### src/fifo_limits_pkg.sv
// Constants and types for the sample FIFO status and readout block.
// Assumes 24-bit register words addressed by a byte-wide register address.
package fifo_limits_pkg;
  localparam logic [7:0] limit_values_addr = 8'h3C;
  localparam logic [7:0] read_port_addr = 8'h3D;
  localparam logic [23:0] limit_values_reset = 24'hFFF000;
  localparam logic [23:0] read_port_reset = 24'h000000;
  localparam int upper_msb = 23;
  localparam int upper_lsb = 12;
  localparam int lower_msb = 11;
  localparam int lower_lsb = 0;
  localparam int sample_msb = 23;
  localparam int sample_lsb = 12;
  localparam int empty_bit = 0;
  localparam int watermark_bit = 1;
  localparam int overflow_bit = 2;
  localparam int lower_hit_bit = 3;
  localparam int upper_hit_bit = 4;
  localparam int status_width = 5;
  localparam logic [4:0] status_reset = 5'h01;

  typedef struct packed {
    logic [3:0] channel;
    logic [23:0] data;
  } sample_type;

  typedef struct packed {
    logic upper_limit_hit;
    logic lower_limit_hit;
    logic overflow_loss;
    logic watermark;
    logic no_entries;
  } status_type;
endpackage

### src/sample_fifo.sv
// Sample FIFO with width and depth parameters and optional drop-oldest.
// Assumes one clock and a synchronous active-low reset.
`timescale 1ns/1ps
module sample_fifo #(
  parameter int width = 28,
  parameter int depth = 32,
  parameter int aw = $clog2(depth)
) (
  // Clock and reset
  input wire logic ref_clk,
  input wire logic rst_n,
  // Control
  input wire logic flush,
  input wire logic drop_oldest,
  // Fill side
  input wire logic in_valid,
  output logic in_ready,
  input wire logic [width-1:0] in_data,
  // Drain side
  output logic out_valid,
  input wire logic out_ready,
  output logic [width-1:0] out_data,
  // Status
  output logic [aw:0] level,
  output logic dropped
);
  // Refuse depths that the pointer arithmetic cannot serve
  if (depth < 2 || (1 << aw) != depth) begin : g_bad_depth
    $error("depth must be a power of two, at least 2");
  end

  logic [width-1:0] mem [depth];
  logic [aw:0] wr_q;
  logic [aw:0] rd_q;
  logic full;
  logic push;
  logic pop;
  logic drop;

  assign level = wr_q - rd_q;
  assign full = level == (aw+1)'(depth);
  assign out_valid = level != '0;
  assign in_ready = !full || drop_oldest;
  assign push = in_valid && in_ready;
  assign drop = push && full && !out_ready;
  assign pop = (out_valid && out_ready) || drop;
  assign dropped = drop;
  assign out_data = mem[rd_q[aw-1:0]];

  always_ff @(posedge ref_clk) begin
    if (push) begin
      mem[wr_q[aw-1:0]] <= in_data;
    end
  end

  always_ff @(posedge ref_clk) begin
    if (!rst_n || flush) begin
      wr_q <= '0;
      rd_q <= '0;
    end else begin
      if (push) begin
        wr_q <= wr_q + 1'h1;
      end
      if (pop) begin
        rd_q <= rd_q + 1'h1;
      end
    end
  end
endmodule

### src/fifo_flags_threshold_readout.sv
// Status flags, limit comparison and readout for the converter's FIFO.
// Assumes a register access port decoded from the serial host interface.
// Notes on behaviour
// - Watermark flag high when enabled and stored count at least watermark, else low.
// - Each flag's interrupt follows its flag in the same cycle.
// - No-entries flag clears once at least one entry is stored.
// - Enabled channel sample at or above upper limit sets upper hit.
// - Enabled channel sample at or below lower limit sets lower hit.
// - Reading address 0x3D pops and returns a 24-bit stored word.
// - Limits live in one read/write register at 0x3C, reset 0xFFF000.
// - Streaming mode on full FIFO drops oldest and sets overflow.
// - Limit hits and overflow clear when the FIFO is emptied.
`timescale 1ns/1ps
module fifo_flags_threshold_readout #(
  parameter int depth = 32,
  parameter int channels = 16
) (
  // Clock and reset
  input wire logic ref_clk,
  input wire logic rst_n,
  // Control
  input wire logic fifo_enable,
  input wire logic streaming_mode,
  input wire logic clear_cmd,
  input wire logic [$clog2(depth):0] watermark,
  input wire logic [channels-1:0] channel_limit_check_enable,
  // Conversion input
  input wire logic sample_valid,
  output logic sample_ready,
  input wire fifo_limits_pkg::sample_type sample_in,
  // Register access
  input wire logic reg_wr,
  input wire logic reg_rd,
  input wire logic [7:0] reg_addr,
  input wire logic [23:0] reg_wdata,
  output logic [23:0] reg_rdata,
  // Status and interrupts
  output fifo_limits_pkg::status_type status,
  output logic [fifo_limits_pkg::status_width-1:0] status_irq
);
  localparam int aw = $clog2(depth);

  // The channel field is four bits wide, so at most sixteen enables
  if (channels < 1 || channels > 16) begin : g_bad_channels
    $error("channels must be 1 to 16");
  end

  logic [23:0] limits_q;
  logic [23:0] rdata_q;
  logic [11:0] upper_limit_value;
  logic [11:0] lower_limit_value;
  fifo_limits_pkg::sample_type head;
  logic head_valid;
  logic pop;
  logic flush;
  logic dropped;
  logic [aw:0] level;
  logic push_ready;
  logic push;
  logic [11:0] sample_top;
  logic check_on;
  logic upper_q;
  logic lower_q;
  logic overflow_q;
  logic emptied;

  function automatic logic addr_is(input logic [7:0] a, input logic [7:0] b);
    return a == b;
  endfunction

  assign flush = clear_cmd || !fifo_enable;
  assign pop = reg_rd && addr_is(reg_addr, fifo_limits_pkg::read_port_addr);
  assign push = sample_valid && push_ready && fifo_enable;
  assign sample_ready = push_ready && fifo_enable;

  sample_fifo #(.width($bits(fifo_limits_pkg::sample_type)), .depth(depth))
  u_fifo (
    .ref_clk(ref_clk),
    .rst_n(rst_n),
    .flush(flush),
    .drop_oldest(streaming_mode),
    .in_valid(sample_valid && fifo_enable),
    .in_ready(push_ready),
    .in_data(sample_in),
    .out_valid(head_valid),
    .out_ready(pop),
    .out_data(head),
    .level(level),
    .dropped(dropped)
  );

  assign upper_limit_value = limits_q[fifo_limits_pkg::upper_msb:
                                      fifo_limits_pkg::upper_lsb];
  assign lower_limit_value = limits_q[fifo_limits_pkg::lower_msb:
                                      fifo_limits_pkg::lower_lsb];
  // Top twelve bits of the result
  assign sample_top = sample_in.data[fifo_limits_pkg::sample_msb:
                                     fifo_limits_pkg::sample_lsb];
  assign check_on = push && channel_limit_check_enable[sample_in.channel];
  // Last entry leaving, or FIFO wiped
  assign emptied = flush || (pop && head_valid && level == 1);

  // Limit register
  always_ff @(posedge ref_clk) begin
    if (!rst_n) begin
      limits_q <= fifo_limits_pkg::limit_values_reset;
    end else if (reg_wr &&
                 addr_is(reg_addr, fifo_limits_pkg::limit_values_addr)) begin
      limits_q <= reg_wdata;
    end
  end

  // Read data, popping on the data address
  always_ff @(posedge ref_clk) begin
    if (!rst_n) begin
      rdata_q <= fifo_limits_pkg::read_port_reset;
    end else if (reg_rd) begin
      if (addr_is(reg_addr, fifo_limits_pkg::limit_values_addr)) begin
        rdata_q <= limits_q;
      end else if (pop && head_valid) begin
        rdata_q <= head.data;
      end else begin
        rdata_q <= '0;
      end
    end
  end
  assign reg_rdata = rdata_q;

  // Sticky limit and overflow flags; a new event wins over emptying
  always_ff @(posedge ref_clk) begin
    if (!rst_n) begin
      upper_q <= 1'h0;
      lower_q <= 1'h0;
      overflow_q <= 1'h0;
    end else begin
      if (check_on && sample_top >= upper_limit_value) begin
        upper_q <= 1'h1;
      end else if (emptied) begin
        upper_q <= 1'h0;
      end
      if (check_on && sample_top <= lower_limit_value) begin
        lower_q <= 1'h1;
      end else if (emptied) begin
        lower_q <= 1'h0;
      end
      if (dropped) begin
        overflow_q <= 1'h1;
      end else if (emptied) begin
        overflow_q <= 1'h0;
      end
    end
  end

  always_comb begin
    status.upper_limit_hit = upper_q;
    status.lower_limit_hit = lower_q;
    status.overflow_loss = overflow_q;
    status.watermark = fifo_enable && level >= watermark;
    status.no_entries = !fifo_enable || level == '0;
  end
  assign status_irq = status;
endmodule

### config.mk
export PLATFORM = sky130hd
export DESIGN_NAME = fifo_flags_threshold_readout
export DESIGN_NICKNAME = d
export VERILOG_FILES = /design/src/fifo_limits_pkg.sv /design/src/sample_fifo.sv /design/src/fifo_flags_threshold_readout.sv
export SDC_FILE = /design/constraint.sdc
export NUM_CORES = 1
export LEC_CHECK = 0
export BUFFER_PORTS_ARGS = -buffer_cell sky130_fd_sc_hd__buf_2
export CAP_MARGIN = 0
export CORE_AREA = 10 10 345 347
export CTS_CLUSTER_SIZE = 20
export DETAILED_ROUTE_END_ITERATION = 7
export DIE_AREA = 0 0 355 357
export MAX_ROUTING_LAYER = met4
export PLACE_DENSITY_LB_ADDON = 0.05
export REMOVE_ABC_BUFFERS = 1
export SLEW_MARGIN = 40
export SYNTH_ARGS = -nofsm -noshare
export SYNTH_HDL_FRONTEND = slang
export SYNTH_SLANG_ARGS = --single-unit
### constraint.sdc
create_clock -name ref_clk -period 3.4 [get_ports ref_clk]
set_input_delay 0.51 -clock ref_clk [delete_from_list [all_inputs] [get_ports ref_clk]]
set_output_delay 0.51 -clock ref_clk [all_outputs]
set_load 0.005 [all_outputs]
==> results of run 1 <==
==> routing by layer <==
| metal | track usage (%) | up-vias |
|---|---|---|
| li1 | - | 8030 |
| met1 | 25.5 | 9791 |
| met2 | 25.2 | 479 |
| met3 | 2.88 | 90 |
| met4 | 3.22 | 0 |
| met5 | - | - |
==> synthesized netlist by cell type, types with 8 or more instances <==
master,instances
inv_1,39
ha_1,40
a311o_1,18
mux4_2,137
mux2i_1,110
a21boi_1,13
a21o_1,10
buf_2,28
o211ai_1,11
a22oi_1,18
clkbuf_1,59
buf_4,13
and3b_1,19
o21ai_1,59
o221ai_1,54
dfxtp_1,68
o21ai_0,24
nand4_1,8
nor2_1,57
a21oi_1,53
edfxtp_1,768
o22ai_1,19
mux2_2,12
mux2_1,31
nand2_1,73
==> per-stage QoR <==
stage	cell area [sq um]	hold slack [ns]
after floorplan	32900	0.448
after global placement	37300	0.467
after detailed placement	37300	0.468
after CTS	40400	0.0260
after global routing	40500	0.0501
final	40500	0.0735
==> final cells by class <==
cell class | count | area, sq um | area share (%)
inverters | 39 | 146 | 0.361
flip-flops and latches | 836 | 24400 | 60.4
clock inverters | 57 | 467 | 1.15
repair buffers | 294 | 2410 | 5.95
clock buffers | 120 | 2540 | 6.28
well taps | 1500 | 1880 | 4.63
multi-input cells | 841 | 8600 | 21.2
diodes | 5 | 12.5 | 0.0309
==> cells by family (layout without fill, tap and decap cells) <==
group	after synthesis	count (layout)	share of synthesized area [%]
mux	290	290	14.0
other cells	0	5	0
buf+inv	147	510	1.97
compound gates	302	302	6.11
fa+ha+maj	41	41	1.56
flops	836	836	73.2
xor+xnor	9	9	0.236
simple gates	199	199	2.92
==> worst max-delay path: cells and delay by family, from the launching register on <==
family | cells | cell delay [ns]
adder cells (fa/ha/maj) | 3 | 0.89
flip-flops | 1 | 0.32
AND/OR/NAND/NOR | 1 | 0.07
buffers and inverters | 3 | 0.24
AO/OA/AOI/OAI | 5 | 0.76
==> registers in the layout (all words and copies together) (netlist names), named ones only <==
signal       flops
overflow_q       1
u_fifo.mem     768
u_fifo.wr_q      6
u_fifo.rd_q      6
lower_q          1
reg_rdata       24
limits_q        24
upper_q          1
==> path summary, 6_finish.rpt <==
path / startpoint / endpoint / slack, ns / cells past startpoint
worst max-delay path: u_fifo.wr_q[0] / status_irq[1] / -0.04 / 12
worst min-delay path: reg_wdata[17] / limits_q[17] / 0.07 / 3
worst max register to register: u_fifo.wr_q[0] / u_fifo.mem[26][14] / 0.35 / 13
worst min register to register: limits_q[9] / limits_q[9] / 0.48 / 2
==> repair_timing <==
item / CTS / global route
pin swaps: 9 / 3
resized for setup: 14 / 5
hold buffers: 0 / 0
setup buffers: 7 / 4
endpoints found under the setup margin: 5 / 5
cloned: 0 / 0
==> power by group through the flow <==
stage / registers (W) / logic (W) / clock network [W]
5_1_grt: 0.0112 / 0.000535 / 0.0106
6_report: 0.0112 / 0.000492 / 0.00993
3_3_place_gp: 0.0115 / 0.000492 / 0
3_5_place_dp: 0.0115 / 0.000499 / 0
4_1_cts: 0.0112 / 0.000502 / 0.0102
2_1_floorplan: 0.0115 / 0.000113 / 0
==> results.sh, run 1 <==
export IMPL_synth_distinct_cells=58
export IMPL_detailedPlacementHpwl_um=74500
export IMPL_synthDominantAreaCellType="edfxtp_1"
export IMPL_timing_hold_worst_class="primary input to flop"
export IMPL_path_class="flop to output pin"
export IMPL_power_density_nw_per_um2=535
export IMPL_synth_enable_flop_cells=768
export IMPL_cell_internal_pwr_w=0.0170
export IMPL_die_height_um=357
export IMPL_power_share_sequential_pct=51.9
export IMPL_final_setup_skew_ns=0.0173
export IMPL_avgSynthCellArea_sq_um=18.3
export IMPL_wl_met3_um=5770
export IMPL_cts_path_max_buffers=3
export IMPL_initial_antenna_violation_count=12
export IMPL_final_nets=2238
export IMPL_design_power_total_w=0.0217
export IMPL_routedLengthMet1_um=53700
export IMPL_post_synth_main_area_contributors="edfxtp_1, mux4_2, dfxtp_1, mux2i_1, ha_1"
export IMPL_die_outline_area_sq_um=127000
export IMPL_clock_sinks=836
export IMPL_timing_critical_path_fanout_max=2
export IMPL_layout_core_utilization_pct=36.1
export IMPL_post_synth_top_area_fraction_pct=69.1
export IMPL_slew_violations=0
export IMPL_initial_drc_count=1603
export IMPL_violated_checks="negative setup slack"
export IMPL_clk_pin_slew_ns=0.06
export IMPL_grt_pass1_vias=19000
export IMPL_final_min_period_over_clock_period_pct=101
export IMPL_drt_drc_violations_left=0
export IMPL_max_cap_violations=0
export IMPL_period_minus_slack_ns=3.44
export IMPL_clk_latency_ns=0.67
export IMPL_grt_ovfl_total=0
export IMPL_critPathRequiredTime_ns=2.89
export IMPL_met2_length_um=47600
export IMPL_clockPowerShare_pct=45.8
export IMPL_slowest_delay_ns=0.47
export IMPL_final_setup_worst_slack_ns=-0.0449
export IMPL_htreeDepth=3
export IMPL_setup_repair_after_global_routing_missed_its_margin="true"
export IMPL_slowest_cell_on_the_critical_path="fa_1"
export IMPL_layout_filler_cells=10600
export IMPL_power_switching_share_pct=21.3
export IMPL_number_of_synthesized_register_bits=836
export IMPL_synth_yosys_warnings=0
export IMPL_global_route_total_usage_across_every_layer_pct=17.3
export IMPL_comb_power_share_pct=2.3
export IMPL_cts_root_buffer="clkbuf_16"
export IMPL_initial_utilization_pct=29.8
export IMPL_dr_max_layer_used="met4"
export IMPL_switchingPower_w=0.00461
export IMPL_timing_slew_headroom_pct=43.5
export IMPL_final_setup_violation_count=2
export IMPL_grt_first_pass_wirelength_um=152000
export IMPL_area_growth_from_synthesis_to_final_layout_pct=21.4
export IMPL_core_sq_um=112000
export IMPL_mappedNetlistArea_sq_um=33400
export IMPL_gp_congestion=0.794
export IMPL_routedWlPerCell_um=29.3
export IMPL_preCtsSetupSlack_ns=0.102
export IMPL_row_count=123
export IMPL_place_port_buffers=124
export IMPL_tightestPinTransition_ns=0.847
export IMPL_worstPathCellList="inv_2 > ha_4 > inv_2 > fa_1 > ha_1 > a21o_1 > a21o_1 > a21o_1 > a21o_1 > a21oi_2 > nor2b_1 > buf_2"
export IMPL_synth_seq_area_share_pct=73.2
export IMPL_cells_after_synth=1824
export IMPL_tritoncts_num_buffers=95
export IMPL_setup_tns_final_ns=-0.0881
export IMPL_cp_arrival_ns=2.93
export IMPL_cts_tree="built"
export IMPL_finalNonFillerCells=3692
export IMPL_static_leakage_power_nw=12.8
export IMPL_layout_drive_gt1_share_pct=29.4
export IMPL_drt_total_wl_um=108000
export IMPL_final_hold_viol_count=0
export IMPL_vdd_ir_drop_worst_mv=0.342
export IMPL_layout_commonest_cell="edfxtp_1"
export IMPL_synth_flop_cell="edfxtp_1"
export IMPL_fp_dieW_um=355
export IMPL_ys_async_sr_fraction_pct=0
export IMPL_detail_route_antenna_nets=0
export IMPL_fmax_mhz=290
export IMPL_inst_count_dp=3499
export IMPL_grt_start_max_net_pins=60
export IMPL_final_cell_mix="edfxtp_1, mux4_2, buf_4"
export IMPL_dr_vias=18400
export IMPL_first_pass_iters=6
export IMPL_crit_end_category="output pin"
export IMPL_cpMostUsedCell="a21o_1"
export IMPL_cp_start_kind="flop"
export IMPL_vias_per_cell=4.98
export IMPL_run_status="complete, but fails checks"
export IMPL_io_pins=125
Power figures use the tool's default switching activity.
==> run 2: changes to the inputs <==
--- a/config.mk
+++ b/config.mk
@@ -15,4 +15,5 @@
 export PLACE_DENSITY_LB_ADDON = 0.05
 export REMOVE_ABC_BUFFERS = 1
+export SETUP_SLACK_MARGIN = 0.5
 export SLEW_MARGIN = 40
 export SYNTH_ARGS = -nofsm -noshare
==> constraint.sdc (replaced) <==
create_clock -name ref_clk -period 3.4 [get_ports ref_clk]
set_input_delay 0.68 -clock ref_clk [delete_from_list [all_inputs] [get_ports ref_clk]]
set_output_delay 0.68 -clock ref_clk [all_outputs]
set_load 0.005 [all_outputs]
==> results.sh, run 2 (synthesis results as in run 1) <==
export IMPL_run_status="complete, but fails checks"
export IMPL_violated_checks="negative setup slack"
export IMPL_final_hold_viol_count=0
export IMPL_reg2reg_to="u_fifo.mem[19][17]"
export IMPL_row_count=123
export IMPL_cpMostUsedCell="a21o_1"
export IMPL_global_route_total_usage_across_every_layer_pct=17.2
export IMPL_path_class="flop to output pin"
export IMPL_cts_tree="built"
export IMPL_vias_per_cell=4.99
export IMPL_layout_drive_gt1_share_pct=30.8
export IMPL_initial_drc_count=1454
export IMPL_detail_route_antenna_nets=0
export IMPL_io_pins=125
export IMPL_static_leakage_power_nw=13.1
export IMPL_cts_root_buffer="clkbuf_16"
export IMPL_largest_register_ff_count=768
export IMPL_max_cap_violations=0
export IMPL_hold_path_startpoint="reg_wdata[12]"
export IMPL_grt_pass1_vias=19100
export IMPL_die_height_um=357
export IMPL_core_sq_um=112000
export IMPL_final_nets=2257
export IMPL_first_pass_iters=5
export IMPL_final_setup_worst_slack_ns=-0.201
export IMPL_clk_latency_ns=0.67
export IMPL_final_setup_skew_ns=0.0245
export IMPL_reg2reg_depth=14
export IMPL_initial_antenna_violation_count=19
export IMPL_fmax_mhz=278
export IMPL_die_outline_area_sq_um=127000
export IMPL_power_density_nw_per_um2=542
export IMPL_timing_slew_headroom_pct=42.1
export IMPL_critPathRequiredTime_ns=2.72
export IMPL_final_min_period_over_clock_period_pct=106
export IMPL_preCtsSetupSlack_ns=0.243
export IMPL_tritoncts_num_buffers=98
export IMPL_dr_vias=18500
export IMPL_grt_start_max_net_pins=62
export IMPL_setup_repair_after_global_routing_missed_its_margin="true"
export IMPL_fp_dieW_um=355
export IMPL_detailedPlacementHpwl_um=71500
export IMPL_routedWlPerCell_um=29.4
export IMPL_initial_utilization_pct=29.8
export IMPL_timing_critical_path_fanout_max=2
export IMPL_cts_hold_repair_buffers=0
export IMPL_area_growth_from_synthesis_to_final_layout_pct=23.4
export IMPL_crit_end_category="output pin"
export IMPL_worst_path_dominant_cell_family="adder cells"
export IMPL_cp_arrival_ns=2.92
export IMPL_gp_congestion=0.760
export IMPL_cp_start_kind="flop"
export IMPL_vdd_ir_drop_worst_mv=0.357
export IMPL_slowest_cell_on_the_critical_path="fa_2"
export IMPL_period_minus_slack_ns=3.60
export IMPL_worstHoldPathCells=3
export IMPL_place_port_buffers=124
export IMPL_slowest_delay_ns=0.55
export IMPL_cp_buffers_inverters=3
export IMPL_worstPathCellList="inv_2 > ha_4 > inv_2 > fa_2 > ha_4 > a21o_1 > a21o_1 > a21o_1 > a21o_1 > a21oi_2 > nor2b_1 > buf_2"
export IMPL_htreeDepth=3
export IMPL_reg2reg_setup_slack_ns=0.57
export IMPL_tightestPinTransition_ns=0.869
export IMPL_clk_pin_slew_ns=0.06
export IMPL_slew_violations=0
export IMPL_timing_hold_worst_class="primary input to flop"
export IMPL_cts_path_max_buffers=3
export IMPL_setup_tns_final_ns=-0.402
export IMPL_final_cell_mix="edfxtp_1, mux4_2, buf_4"
export IMPL_clock_sinks=836
export IMPL_drt_total_wl_um=109000
export IMPL_layout_commonest_cell="edfxtp_1"
export IMPL_drt_drc_violations_left=0
export IMPL_grt_ovfl_total=0
export IMPL_endpoint_with_the_worst_hold_slack="limits_q[12]"
export IMPL_final_setup_violation_count=2
export IMPL_grt_first_pass_wirelength_um=150000
export IMPL_r2r_start="u_fifo.rd_q[2]"
==> run 2: changes by cell type in the layout (fill, tap and decap cells not counted), moves of 4 or more <==
| cell | change |
|---|---|
| bufinv_16 | +6 |
| buf_6 | +10 |
| buf_4 | -6 |
| clkinv_2 | +4 |
| clkinv_1 | -5 |
| buf_8 | +5 |
| clkbuf_16 | +10 |
==> run 2: worst max path at each step <==
stage / from / to / depth (start not counted)
CTS: u_fifo.wr_q[0] / status[1] / 12
global route: u_fifo.wr_q[0] / status[1] / 12
floorplan: flop / reg_rdata[22] / 5
finish: u_fifo.wr_q[0] / status[1] / 12
global placement: u_fifo.wr_q[0] / status_irq[1] / 12
detailed placement: u_fifo.rd_q[2] / status[1] / 11
==> run 2: worst register-to-register path: stages, from the launching register on <==
cell       delay, ns
dfxtp_2         0.34
inv_2           0.06
ha_4            0.29
nand3b_1        0.11
a21boi_2        0.22
mux2i_2         0.28
buf_4           0.16
o2111ai_2       0.14
buf_4           0.17
buf_4           0.13
nand3_4         0.12
buf_12          0.16
nor2_4          0.05
buf_12          0.15
clkbuf_16       0.18
==> run 2: through the flow <==
step | power [W] | util [%] | hold slack, ns | cell area [sq um] | cells
floorplan | 0.0116 | - | 0.448 | 32900 | 1716
global placement | 0.0119 | 33.3 | 0.464 | 37300 | 3495
detailed placement | 0.0119 | 33.3 | 0.466 | 37300 | 3495
CTS | 0.0226 | 36.3 | 0.187 | 40700 | 3691
global route | 0.0231 | 36.7 | 0.218 | 41200 | 3711
finish | 0.0223 | 36.7 | 0.243 | 41200 | 3712
==> run 2: cell type report <==
cell class                      instances  area, sq um
Multi-Input combinational cell        841         8670
Clock inverter                         59          614
Fill cell                           10500        70900
Inverter                               39          146
Antenna cell                            3         7.51
Clock buffer                          124         2630
Sequential cell                       836        24400
Timing Repair Buffer                  310         2760
Tap cell                             1500         1880
==> run 2: metal layers <==
| layer | wire length, um | track usage, % |
|---|---|---|
| met1 | 50200 | 23.6 |
| met2 | 50100 | 26.1 |
| met3 | 6540 | 3.47 |
| met4 | 2080 | 4.24 |
| met5 | 0 | - |
==> run 2: where the power goes <==
group | switching [W] | internal, W | leakage [nW]
Sequential | 0.00000596 | 0.0112 | 7.46
Combinational | 0.000334 | 0.000139 | 4.03
Clock | 0.00428 | 0.00632 | 1.59
Total | 0.00462 | 0.0177 | 13.1
==> run 2: repair_timing <==
item	4_1_cts	5_1_grt
setup buffers	13	11
gates resized for setup	26	41
pin swaps	12	9
cloned	0	7
setup endpoints to repair	741	648
